$ cat src/psc_pkg.sv
// Constants shared by the pseudo-static RAM host controller.
package psc_pkg;

	// ------------------------------------------------------------
	// Clock and widths
	// ------------------------------------------------------------
	localparam int CLK_PERIOD_NS = 25;
	localparam int ADDR_W = 19;
	localparam int DATA_W = 16;
	localparam int TMR_W = 8;
	localparam int SYNC_STAGES = 3;

	// ------------------------------------------------------------
	// Times in ns, per speed grade
	// ------------------------------------------------------------
	localparam int T55_ACCESS_NS = 55;
	localparam int T70_ACCESS_NS = 70;
	localparam int T55_READ_CYCLE_NS = 55;
	localparam int T70_READ_CYCLE_NS = 70;
	localparam int T55_STROBE_NS = 45;
	localparam int T70_STROBE_NS = 60;
	localparam int T55_STROBE_HZ_NS = 20;
	localparam int T70_STROBE_HZ_NS = 30;
	localparam int T55_DATA_SETUP_NS = 25;
	localparam int T70_DATA_SETUP_NS = 30;
	localparam int T55_FLOAT_NS = 20;
	localparam int T70_FLOAT_NS = 25;
	localparam int T_STROBE_MAX_NS = 15000;
	localparam int T_GAP_NS = 5;

	function automatic int ceil_cycles(input int ns);
		int c;
		c = (ns + CLK_PERIOD_NS - 1) / CLK_PERIOD_NS;
		return (c < 1) ? 1 : c;
	endfunction

	function automatic int max2(input int a, input int b);
		return (a > b) ? a : b;
	endfunction

	// ------------------------------------------------------------
	// Cycle counts derived from the times
	// ------------------------------------------------------------
	localparam int C55_ACCESS = ceil_cycles(T55_ACCESS_NS);
	localparam int C70_ACCESS = ceil_cycles(T70_ACCESS_NS);
	localparam int C55_READ_CYCLE = ceil_cycles(T55_READ_CYCLE_NS);
	localparam int C70_READ_CYCLE = ceil_cycles(T70_READ_CYCLE_NS);
	localparam int C55_STROBE = max2(ceil_cycles(T55_STROBE_NS),
		ceil_cycles(T55_STROBE_HZ_NS + T55_DATA_SETUP_NS) + 1);
	localparam int C70_STROBE = max2(ceil_cycles(T70_STROBE_NS),
		ceil_cycles(T70_STROBE_HZ_NS + T70_DATA_SETUP_NS) + 1);
	localparam int C_STROBE_MAX = T_STROBE_MAX_NS / CLK_PERIOD_NS;
	localparam int C55_FLOAT = ceil_cycles(T55_FLOAT_NS);
	localparam int C70_FLOAT = ceil_cycles(T70_FLOAT_NS);
	localparam int C_GAP = ceil_cycles(T_GAP_NS);

	// ------------------------------------------------------------
	// Reset values of the pins
	// ------------------------------------------------------------
	localparam logic [ADDR_W-1:0] ADDR_RESET = 19'h0_0000;
	localparam logic [DATA_W-1:0] DATA_RESET = 16'h0000;

	typedef enum logic [2:0] {
		PSC_IDLE = 3'b000,
		PSC_SETUP = 3'b001,
		PSC_STROBE = 3'b010,
		PSC_WHOLD = 3'b011,
		PSC_ACCESS = 3'b100,
		PSC_SAMPLE = 3'b101,
		PSC_RECOVER = 3'b110
	} psc_state_t;

endpackage

$ cat src/psc_timer_if.sv
// Interface between the controller and its phase timer.
`timescale 1ns/1ps
interface psc_timer_if;
	logic load;
	logic [psc_pkg::TMR_W-1:0] value;
	logic done;

	modport ctrl (output load, output value, input done);
	modport timer (input load, input value, output done);
endinterface

$ cat src/psc_host.sv
// Host controller that drives a 512K x 16 pseudo-static RAM through its pins.
`timescale 1ns/1ps
module psc_host #(
	parameter bit SPEED_70 = 1'b0,
	parameter int ADDR_W = psc_pkg::ADDR_W,
	parameter int DATA_W = psc_pkg::DATA_W
) (
	input wire logic clock,
	input wire logic srst,
	input wire logic req_valid,
	output logic req_ready,
	input wire logic req_write,
	input wire logic [ADDR_W-1:0] req_addr,
	input wire logic [DATA_W-1:0] req_wdata,
	input wire logic [1:0] req_lanes,
	output logic rsp_valid,
	output logic rsp_write,
	output logic [DATA_W-1:0] rsp_rdata,
	output logic mem_addr_o,
	output logic [ADDR_W-1:0] mem_addr,
	output logic primary_select_n,
	output logic secondary_select,
	output logic output_drive_enable_n,
	output logic write_strobe_n,
	output logic low_byte_lane_n,
	output logic high_byte_lane_n,
	input wire logic [DATA_W-1:0] mem_data_i,
	output logic [DATA_W-1:0] mem_data_o,
	output logic mem_data_oe
);

	// ------------------------------------------------------------
	// Grade-dependent phase lengths
	// ------------------------------------------------------------
	localparam int C_ACCESS = SPEED_70 ? psc_pkg::C70_ACCESS : psc_pkg::C55_ACCESS;
	localparam int C_STROBE = SPEED_70 ? psc_pkg::C70_STROBE : psc_pkg::C55_STROBE;
	localparam int C_FLOAT = SPEED_70 ? psc_pkg::C70_FLOAT : psc_pkg::C55_FLOAT;
	localparam int C_RCYCLE = SPEED_70 ? psc_pkg::C70_READ_CYCLE : psc_pkg::C55_READ_CYCLE;
	localparam int C_WAIT = C_ACCESS + psc_pkg::SYNC_STAGES;
	localparam int C_REC = psc_pkg::max2(C_FLOAT, psc_pkg::C_GAP);
	localparam logic [psc_pkg::TMR_W-1:0] LD_STROBE = psc_pkg::TMR_W'(C_STROBE - 1);
	localparam logic [psc_pkg::TMR_W-1:0] LD_WAIT = psc_pkg::TMR_W'(C_WAIT - 1);
	localparam logic [psc_pkg::TMR_W-1:0] LD_REC = psc_pkg::TMR_W'(C_REC - 1);

	psc_pkg::psc_state_t state;
	psc_pkg::psc_state_t next_state;
	logic op_write;
	logic [1:0] op_lanes;
	logic [DATA_W-1:0] din_s1;
	logic [DATA_W-1:0] din_s2;
	logic [DATA_W-1:0] din_s3;
	logic data_stable;
	logic [DATA_W-1:0] lane_mask;
	logic [1:0] lane_n;
	logic sel_phase;
	logic [psc_pkg::TMR_W-1:0] access_cycles;
	logic spacing_met;

	psc_timer_if tif ();

	psc_timer u_timer (
		.clock(clock),
		.srst(srst),
		.tif(tif)
	);

	// ------------------------------------------------------------
	// Phase sequencing
	// ------------------------------------------------------------
	assign req_ready = (state == psc_pkg::PSC_IDLE);
	assign data_stable = (din_s2 == din_s3);
	// The selects and lanes are active in every phase from setup to sample.
	assign sel_phase = (next_state == psc_pkg::PSC_SETUP) || (next_state == psc_pkg::PSC_STROBE)
		|| (next_state == psc_pkg::PSC_WHOLD) || (next_state == psc_pkg::PSC_ACCESS)
		|| (next_state == psc_pkg::PSC_SAMPLE);

	always_comb begin
		next_state = state;
		tif.load = 1'b0;
		tif.value = '0;
		case (state)
			psc_pkg::PSC_IDLE: begin
				if (req_valid) begin
					next_state = psc_pkg::PSC_SETUP;
				end
			end
			// Address, selects and lanes settle one cycle before the strobe or wait.
			psc_pkg::PSC_SETUP: begin
				tif.load = 1'b1;
				if (op_write) begin
					next_state = psc_pkg::PSC_STROBE;
					tif.value = LD_STROBE;
				end else begin
					next_state = psc_pkg::PSC_ACCESS;
					tif.value = LD_WAIT;
				end
			end
			psc_pkg::PSC_STROBE: begin
				if (tif.done) begin
					next_state = psc_pkg::PSC_WHOLD;
				end
			end
			psc_pkg::PSC_WHOLD: begin
				next_state = psc_pkg::PSC_RECOVER;
				tif.load = 1'b1;
				tif.value = LD_REC;
			end
			psc_pkg::PSC_ACCESS: begin
				if (tif.done) begin
					next_state = psc_pkg::PSC_SAMPLE;
				end
			end
			psc_pkg::PSC_SAMPLE: begin
				if (data_stable) begin
					next_state = psc_pkg::PSC_RECOVER;
					tif.load = 1'b1;
					tif.value = LD_REC;
				end
			end
			psc_pkg::PSC_RECOVER: begin
				if (tif.done && spacing_met) begin
					next_state = psc_pkg::PSC_IDLE;
				end
			end
			default: begin
				next_state = psc_pkg::PSC_IDLE;
			end
		endcase
	end

	always_ff @(posedge clock) begin
		if (srst) begin
			state <= psc_pkg::PSC_IDLE;
		end else begin
			state <= next_state;
		end
	end

	// ------------------------------------------------------------
	// Request capture
	// ------------------------------------------------------------
	always_ff @(posedge clock) begin
		if (srst) begin
			op_write <= 1'b0;
			op_lanes <= 2'b00;
		end else if (req_valid && req_ready) begin
			op_write <= req_write;
			op_lanes <= req_lanes;
		end
	end

	// ------------------------------------------------------------
	// Read cycle spacing
	// ------------------------------------------------------------
	// Counts edges since the request was taken, so recovery can never end
	// before a full read cycle has passed, whatever the phase lengths are.
	always_ff @(posedge clock) begin
		if (srst) begin
			access_cycles <= '0;
		end else if (req_valid && req_ready) begin
			access_cycles <= psc_pkg::TMR_W'(1);
		end else if (access_cycles != '1) begin
			access_cycles <= access_cycles + 1'b1;
		end
	end

	assign spacing_met = (access_cycles >= psc_pkg::TMR_W'(C_RCYCLE));

	// ------------------------------------------------------------
	// Address pins
	// ------------------------------------------------------------
	// The address is loaded when the request is taken and held until the next
	// one, so it changes on the same edge as the select fall and is stable across strobe and the following hold.
	always_ff @(posedge clock) begin
		if (srst) begin
			mem_addr <= psc_pkg::ADDR_RESET;
		end else if (req_valid && req_ready) begin
			mem_addr <= req_addr;
		end
	end

	assign mem_addr_o = 1'b1;

	// ------------------------------------------------------------
	// Select, lane and enable pins
	// ------------------------------------------------------------
	// Selects drop in recovery and idle, which gives the memory its refresh
	// window after every access and bounds the select low time of every write.
	always_ff @(posedge clock) begin
		if (srst) begin
			primary_select_n <= 1'b1;
			secondary_select <= 1'b0;
		end else if (sel_phase) begin
			primary_select_n <= 1'b0;
			secondary_select <= 1'b1;
		end else begin
			primary_select_n <= 1'b1;
			secondary_select <= 1'b0;
		end
	end

	// ------------------------------------------------------------
	// Byte lane pins
	// ------------------------------------------------------------
	// A lane takes the request's choice at the take edge and the stored choice
	// after it; it rises with the selects, so no lane stays low in recovery.
	for (genvar g = 0; g < 2; g++) begin : g_lane
		logic lane_q;

		always_ff @(posedge clock) begin
			if (srst) begin
				lane_q <= 1'b1;
			end else if (next_state == psc_pkg::PSC_SETUP) begin
				lane_q <= ~req_lanes[g];
			end else if (sel_phase) begin
				lane_q <= ~op_lanes[g];
			end else begin
				lane_q <= 1'b1;
			end
		end

		assign lane_n[g] = lane_q;
		assign lane_mask[g*(DATA_W/2) +: DATA_W/2] = {(DATA_W/2){op_lanes[g]}};
	end

	assign low_byte_lane_n = lane_n[0];
	assign high_byte_lane_n = lane_n[1];

	// Output enable is held high during writes, so the memory never drives
	// against the write data.
	always_ff @(posedge clock) begin
		if (srst) begin
			output_drive_enable_n <= 1'b1;
		end else if ((next_state == psc_pkg::PSC_SETUP && !req_write)
			|| next_state == psc_pkg::PSC_ACCESS || next_state == psc_pkg::PSC_SAMPLE) begin
			output_drive_enable_n <= 1'b0;
		end else begin
			output_drive_enable_n <= 1'b1;
		end
	end

	// The strobe only falls for writes, after setup, and rises one cycle before
	// the selects and lanes, so the strobe edge ends the write.
	always_ff @(posedge clock) begin
		if (srst) begin
			write_strobe_n <= 1'b1;
		end else if (next_state == psc_pkg::PSC_STROBE) begin
			write_strobe_n <= 1'b0;
		end else begin
			write_strobe_n <= 1'b1;
		end
	end

	// ------------------------------------------------------------
	// Data pins
	// ------------------------------------------------------------
	// Write data is driven from setup through the hold cycle, and released a
	// float time before the memory may be selected for a read again.
	always_ff @(posedge clock) begin
		if (srst) begin
			mem_data_o <= psc_pkg::DATA_RESET;
			mem_data_oe <= 1'b0;
		end else if (next_state == psc_pkg::PSC_SETUP) begin
			mem_data_o <= req_wdata;
			mem_data_oe <= req_write;
		end else if (next_state == psc_pkg::PSC_STROBE || next_state == psc_pkg::PSC_WHOLD) begin
			mem_data_oe <= op_write;
		end else begin
			mem_data_oe <= 1'b0;
		end
	end

	always_ff @(posedge clock) begin
		if (srst) begin
			din_s1 <= psc_pkg::DATA_RESET;
			din_s2 <= psc_pkg::DATA_RESET;
			din_s3 <= psc_pkg::DATA_RESET;
		end else begin
			din_s1 <= mem_data_i;
			din_s2 <= din_s1;
			din_s3 <= din_s2;
		end
	end

	// ------------------------------------------------------------
	// Answers
	// ------------------------------------------------------------
	// Lanes that were not asked for read back as zero.

	always_ff @(posedge clock) begin
		if (srst) begin
			rsp_valid <= 1'b0;
			rsp_write <= 1'b0;
			rsp_rdata <= psc_pkg::DATA_RESET;
		end else if (state == psc_pkg::PSC_SAMPLE && data_stable) begin
			rsp_valid <= 1'b1;
			rsp_write <= 1'b0;
			rsp_rdata <= din_s3 & lane_mask;
		end else if (state == psc_pkg::PSC_WHOLD) begin
			rsp_valid <= 1'b1;
			rsp_write <= 1'b1;
			rsp_rdata <= psc_pkg::DATA_RESET;
		end else begin
			rsp_valid <= 1'b0;
		end
	end

	// Read cycle spacing: setup plus wait plus recovery always exceeds the
	// read cycle time, so consecutive reads never start too close.
	localparam bit RCYCLE_MET = (1 + C_WAIT + C_REC) >= C_RCYCLE;
	localparam bit STROBE_MET = C_STROBE <= psc_pkg::C_STROBE_MAX;

endmodule

$ cat src/psc_timer.sv
// Down counter that times the strobe, access and recovery phases of a memory access.
`timescale 1ns/1ps
module psc_timer (
	input wire logic clock,
	input wire logic srst,
	psc_timer_if.timer tif
);

	logic [psc_pkg::TMR_W-1:0] count;

	// A load sets the count for the phase now starting; done marks its last cycle.
	always_ff @(posedge clock) begin
		if (srst) begin
			count <= '0;
		end else if (tif.load) begin
			count <= tif.value;
		end else if (count != '0) begin
			count <= count - 1'b1;
		end
	end

	assign tif.done = (count == '0) && !tif.load;

endmodule

$ cat config.mk
export PLATFORM = sky130hd
export DESIGN_NAME = psc_host
export DESIGN_NICKNAME = d
export VERILOG_FILES = /design/src/psc_pkg.sv /design/src/psc_timer_if.sv /design/src/psc_host.sv /design/src/psc_timer.sv
export SDC_FILE = /design/constraint.sdc
export NUM_CORES = 1
export LEC_CHECK = 0
export ABC_AREA = 1
export BUFFER_PORTS_ARGS = -buffer_cell sky130_fd_sc_hd__buf_2
export CAP_MARGIN = 20
export CORE_MARGIN = 2
export CORE_UTILIZATION = 25
export DETAILED_ROUTE_END_ITERATION = 10
export HOLD_SLACK_MARGIN = 0.15
export SYNTH_ARGS = -nofsm -noshare
export SYNTH_HDL_FRONTEND = slang
export SYNTH_SLANG_ARGS = --single-unit
export TNS_END_PERCENT = 50
$ cat constraint.sdc
create_clock -name clock -period 1.53 [get_ports clock]
set_input_delay 0.306 -clock clock [delete_from_list [all_inputs] [get_ports clock]]
set_output_delay 0.306 -clock clock [all_outputs]
set_load 0.01 [all_outputs]
Yosys cells after proc, flatten, opt, wreduce, memory -nomap -nowiden
Index checks and enable logic that the tools add are counted.
{ "word_totals": {"elab_cells": 94, "latch_bits": 0, "romBits": 0, "out_inout_bits": 62, "n_memories": 0, "ff_bits": 130, "ram_bits": 0, "inputBits": 57} }
{ "classes": {"div": 0, "addsub": 2, "eq_ne": 13, "shift": 0, "reduce_logical": 23, "n_mul": 0, "order_cmp": 1, "mux": 29, "bitwise": 5} }
{ "op_table": {"columns": ["cell", "count"], "rows": [
  ["$mux W16", 2],
  ["$mux W3", 8],
  ["$pmux W3 S7", 1],
  ["$and A16 B16 Y16", 1],
  ["$eq A16 B16 Y1", 1],
  ["$mux W8", 2],
  ["$eq A3 B3 Y1 const B", 5],
  ["$mux W1", 15],
  ["$eq A3 B2 Y1 const B", 4],
  ["$add A8 B1 Y8 const B", 1],
  ["$ge A8 B2 Y1 const B", 1],
  ["$logic_not A8 Y1", 1],
  ["$ne A8 B8 Y1 const B", 1],
  ["$reduce_bool A8 Y1", 1],
  ["$sub A8 B1 Y8 const B", 1],
  ["$logic_or A1 B1 Y1", 7],
  ["$eq A3 B1 Y1 const B", 2],
  ["$reduce_bool A2 Y1", 3],
  ["$reduce_or A2 Y1", 3],
  ["$logic_and A1 B1 Y1", 5],
  ["$not A1 Y1", 4],
  ["$logic_not A3 Y1", 1],
  ["$logic_not A1 Y1", 2],
  ["$pmux W1 S2", 1]
]} }

Logic depth before layout (Yosys ltp)
{ "logic_depth": {"depth_word": 15, "mapped_depth": 14, "depth_no_buf": 14} }

By module
A second synthesis with hierarchy kept.
{ "unflattened": {"cells_unflattened": 675, "area_unflattened_um2": 5149.9} }
{ "by_module_without_submodules": {"columns": ["module", "instances", "seq_area_each_um2", "cells_each", "area_each_um2"], "rows": [
  ["psc_host", 1, 2442.3, 587, 4580.6],
  ["psc_timer", 1, 160.2, 88, 569.3]
]} }

Worst setup path before layout
OpenSTA, ideal clock, no wires.
{ "synth_path": {"path_type": "register to register", "from": "register u_timer.count[0] (netlist bit)", "to": "register g_lane[1].lane_q, in the netlist high_byte_lane_n", "synth_period_minus_slack_ps": 1618, "path_buffers": 0, "required_ps": 1418, "setup_slack_ps": -88, "arrival_time_ps": 1506, "path_stages_with_launch": 14, "setup_ps": 112, "cell_sequence": "dfxtp_1 > inv_1 > ha_1 > nand2_1 > inv_1 > nand2_1 > nor2_4 > nand4_2 > nand2_2 > nand2_2 > nor2_2 > nand3_1 > nand2_1 > nand2_1"} }
{ "synth_via": {"elab_chain_len": 12, "elab_cells_between_ends": 18, "cone_classes": "eq/ne: 5; mux: 6; reduce/logical: 7"} }
{ "synth_rtl": {"columns": ["element", "line_no", "source"], "rows": [
  ["start: declaration", "psc_timer.sv:9", "logic [psc_pkg::TMR_W-1:0] count;"],
  ["start signal: assignment", "psc_timer.sv:16", "count <= tif.value;"],
  ["start signal: assignment", "psc_timer.sv:18", "count <= count - 1'b1;"],
  ["$logic_not A8 Y1 (*)", "psc_timer.sv:22", "assign tif.done = (count == '0) && !tif.load;"],
  ["$logic_and A1 B1 Y1 (*)", "psc_timer.sv:22", null],
  ["$logic_and A1 B1 Y1", "psc_host.sv:121", "if (tif.done && spacing_met) begin"],
  ["$mux W3", "psc_host.sv:121", null],
  ["$pmux W3 S7 (*)", "psc_host.sv:81", "case (state)"],
  ["$eq A3 B1 Y1 or $eq A3 B2 Y1 (tied branches)", "psc_host.sv:73, psc_host.sv:213", null],
  ["$logic_or A1 B1 Y1", "psc_host.sv:73", "assign sel_phase = (next_state == psc_pkg::PSC_SETUP) || (next_state == psc_pkg::PSC_STROBE)"],
  ["$logic_or A1 B1 Y1 (2 in a row)", "psc_host.sv:74", "|| (next_state == psc_pkg::PSC_WHOLD) || (next_state == psc_pkg::PSC_ACCESS)"],
  ["$logic_or A1 B1 Y1", "psc_host.sv:75", "|| (next_state == psc_pkg::PSC_SAMPLE);"],
  ["$mux W1", "psc_host.sv:215", "end else if (sel_phase) begin"],
  ["$mux W1 (*)", "psc_host.sv:213", "end else if (next_state == psc_pkg::PSC_SETUP) begin"],
  ["end signal: assignment", "psc_host.sv:214", "lane_q <= ~req_lanes[g];"],
  ["end signal: assignment", "psc_host.sv:216", "lane_q <= ~op_lanes[g];"],
  ["end: declaration", "psc_host.sv:208", "logic lane_q;"]
]} }
Every way passes the cells marked *; elsewhere a longest branch is shown, timed or not.
A chain may end at the register's enable or synchronous reset.

Worst setup path in the final report
{ "layout_path": {"from": "register u_timer.count[1] (netlist bit)", "to": "register g_lane[1].lane_q, in the netlist high_byte_lane_n"} }
The elaborated chain is that of the path after synthesis.

==> flow_metrics.tcl <==
set metrics [dict create \
    root_buffer "clkbuf_16" \
    clock_latency_ps 410 \
    wl_um 12200 \
    initial_core_util 0.252 \
    grt_max_degree 58 \
    r2r_start "u_timer.count[1]$_SDFFE_PP0N_" \
    die-area_um2 20600 \
    nets 904 \
    power_mw 10.4 \
    synth_warnings 0 \
    drive_above_1_share 0.324 \
    min_path_type "input pin to flip-flop" \
    drt-pass1-iter-count 4 \
    power_density_nw_per_um2 1400 \
    n_antenna_cell 0 \
    worst_slack_ps -106 \
    ios 119 \
    nFillCells 1927 \
    portBuffers 117 \
    critPathMostFrequentCell "nand2_4" \
    failed_checks "negative setup slack" \
    max_freq_mhz 611 \
    startpoint "u_timer.count[1]$_SDFFE_PP0N_" \
    seqCellArea_um2 2630 \
    endpoint_kind "flip-flop" \
    synth_edf_count 0 \
    cts_buffer_depth 2 \
    crit_type "flip-flop to flip-flop" \
    period_needed_ps 1640 \
    grt_first_pass_wirelength_um 19500 \
    hp-start "req_write" \
    maxCapViolCount 0 \
    path_clk_slew_ps 60 \
    detail_route.wl_per_cell_um 10.9 \
    cts_buffers 17 \
    post-route-util 0.386 \
    cts.sinks 130 \
    yosysSeqAreaShare 0.533 \
    min_period_over_period 1.07 \
    critPathLaunchType "flip-flop" \
    cp.required_ps 1830 \
    overflow 0 \
    dpl.hpwl_um 8100 \
    ys_types 34 \
    leakagePower_nw 3.36 \
    dieHeight_um 144 \
    multiInputGateArea_um2 1970 \
    hold_viol 0 \
    path_max_fanout 5 \
    rsz0062_at_grt "true" \
    tns_ps -567 \
    async_reset_ff_frac 0 \
    synth.avg_cell_area_um2 7.74 \
    cp_data_arrival_time_ps 1940 \
    synthesis.area_um2 4880 \
    dr.first_iter.drc_count 211 \
    synthesis.instances 630 \
    die_w_um 144 \
    cpPeakStageDelay_ps 330 \
    core_area_um2 19300 \
    outcome "finished, violations left" \
    vias 4475 \
    crit_chain "inv_2 > ha_4 > nand2_4 > inv_4 > nand2_4 > nor2_4 > nand4_4 > nand2_4 > nand2_2 > nor2_4 > nand3_1 > nand2_1 > nand2_1" \
    max_slew_margin 0.666 \
    antenna_found_initial 0 \
    finalSetupViolCount 15 \
    finalMaxSlewViolations 0 \
    ctsHtreeMaxLevel 4 \
    irDropWorstVdd_mv 0.878 \
    viasPerCell 3.99 \
    grtUsageTotal 0.120 \
    ys_seq_elements 130 \
    worstMarginPinSlew_ps 497 \
    synthToLayoutAreaGrowth_pct 53.1 \
    place.gp.congestion 0.803 \
    skew_ps 9.42 \
    whs_ps 186 \
    synth_nets 689 \
    remaining_drc_errors 0 \
    ys.flop_type "dfxtp_1" \
    ant_nets 0 \
    fp-row-count 51 \
    crit_slowest_cell "dfxtp_2" \
    grt_pass1_vias 4159 \
    cts_tree "yes" \
]
==> synthesized netlist by cell type, drive strengths merged, types with 6 or more instances <==
master	number	share of area
clkbuf	12	0.0092
nor2	78	0.067
nor3	11	0.015
a21oi	61	0.063
a211oi	6	0.011
inv	91	0.070
nand2	167	0.13
o21ai	7	0.0072
dfxtp	130	0.53
buf	14	0.018
nand4	8	0.013
nand3	26	0.029
==> area by class of cell <==
type	count	area share
Multi-Input combinational cell	382	0.264
Clock buffer	18	0.0588
Timing Repair Buffer	222	0.212
Tap cell	265	0.0444
Inverter	92	0.0477
Clock inverter	13	0.0216
Sequential cell	130	0.351
==> power by group <==
group	switching [mW]	total (mW)	internal (mW)
Clock	1.52	4.11	2.59
Sequential	0.185	3.86	3.68
Combinational	1.26	2.48	1.22
Total	2.96	10.4	7.49
==> registers in the layout, indices dropped and copies added (netlist names), 2 cells and up <==
name and cells:
mem_addr 19, din_s1 16, din_s2 16, din_s3 16
mem_data_o 16, rsp_rdata 16, access_cycles 8, u_timer.count 8
state 3, op_lanes 2
==> path summary, 6_finish.rpt <==
path                                      end  slack, ps  cells past startpoint
max               high_byte_lane_n$_SDFF_PP1_       -110                     13
min          output_drive_enable_n$_SDFF_PP1_        190                      3
max reg2reg       high_byte_lane_n$_SDFF_PP1_       -110                     13
min reg2reg              din_s2[1]$_SDFF_PP0_        390                      2
==> worst max-delay path: cells and delay by family (launching register included) <==
family | cells | cell delay, ps
fa+ha+maj | 1 | 140
buf+inv | 2 | 130
flops | 1 | 330
simple gates | 10 | 920
==> cells in the final DEF (no fill, tap or decap), types with 2 or more instances in the layout <==
cell,n
nor2_2,5
buf_2,116
a211oi_2,2
a211oi_1,3
nor4_1,2
inv_2,7
xnor2_1,2
clkinvlp_4,4
nor3_1,7
a21oi_2,7
dlygate4sd3_1,51
nand2_4,6
a31oi_1,2
nand4_1,6
nand3_1,24
xor2_1,3
o21ai_0,6
dfxtp_1,112
inv_1,80
clkinv_2,4
buf_6,8
a21oi_1,54
inv_4,4
nand4_4,2
nand2_2,7
bufinv_16,3
dfxtp_2,18
o21a_1,3
nand2_1,154
clkbuf_16,17
nor2_4,7
buf_4,43
nor3_2,3
buf_12,4
nor2_1,66
clkinv_4,2
==> logic make-up after synthesis <==
logic type | count (synthesis) | share of synthesized area
other | 1 | 0.000769
AO/OA/AOI/OAI | 80 | 0.0905
XOR/XNOR | 6 | 0.0108
adder cells (fa/ha/maj) | 2 | 0.00513
buffers and inverters | 118 | 0.0985
flip-flops | 130 | 0.533
AND/OR/NAND/NOR | 293 | 0.261
==> per-stage QoR <==
| stage | setup slack (ps) | area, um^2 | instances |
|---|---|---|---|
| after detailed placement | -107 | 6090 | 1034 |
| after global routing | -263 | 7470 | 1122 |
| final | -106 | 7470 | 1122 |
| after global placement | -74.5 | 6090 | 1034 |
| after floorplan | 23.8 | 4900 | 630 |
| after CTS | -78.0 | 7280 | 1117 |
==> repair_timing <==
| item | CTS | global route |
|---|---|---|
| hold endpoints to repair | 51 | 0 |
| endpoints found under the setup margin | 57 | 69 |
| pin swaps | 12 | 16 |
| hold buffers | 51 | 0 |
| setup buffers | 1 | 5 |
| resized for setup | 22 | 47 |
==> layer usage <==
layer | vias up | share of wire | GRT usage
li1 | 2379 | - | -
met1 | 1987 | 0.46 | 0.145
met2 | 93 | 0.48 | 0.197
met3 | 16 | 0.040 | 0.0393
met4 | 0 | 0.019 | 0.0490
met5 | - | 0 | 0
Note: power is estimated with default switching activity, not from simulation.
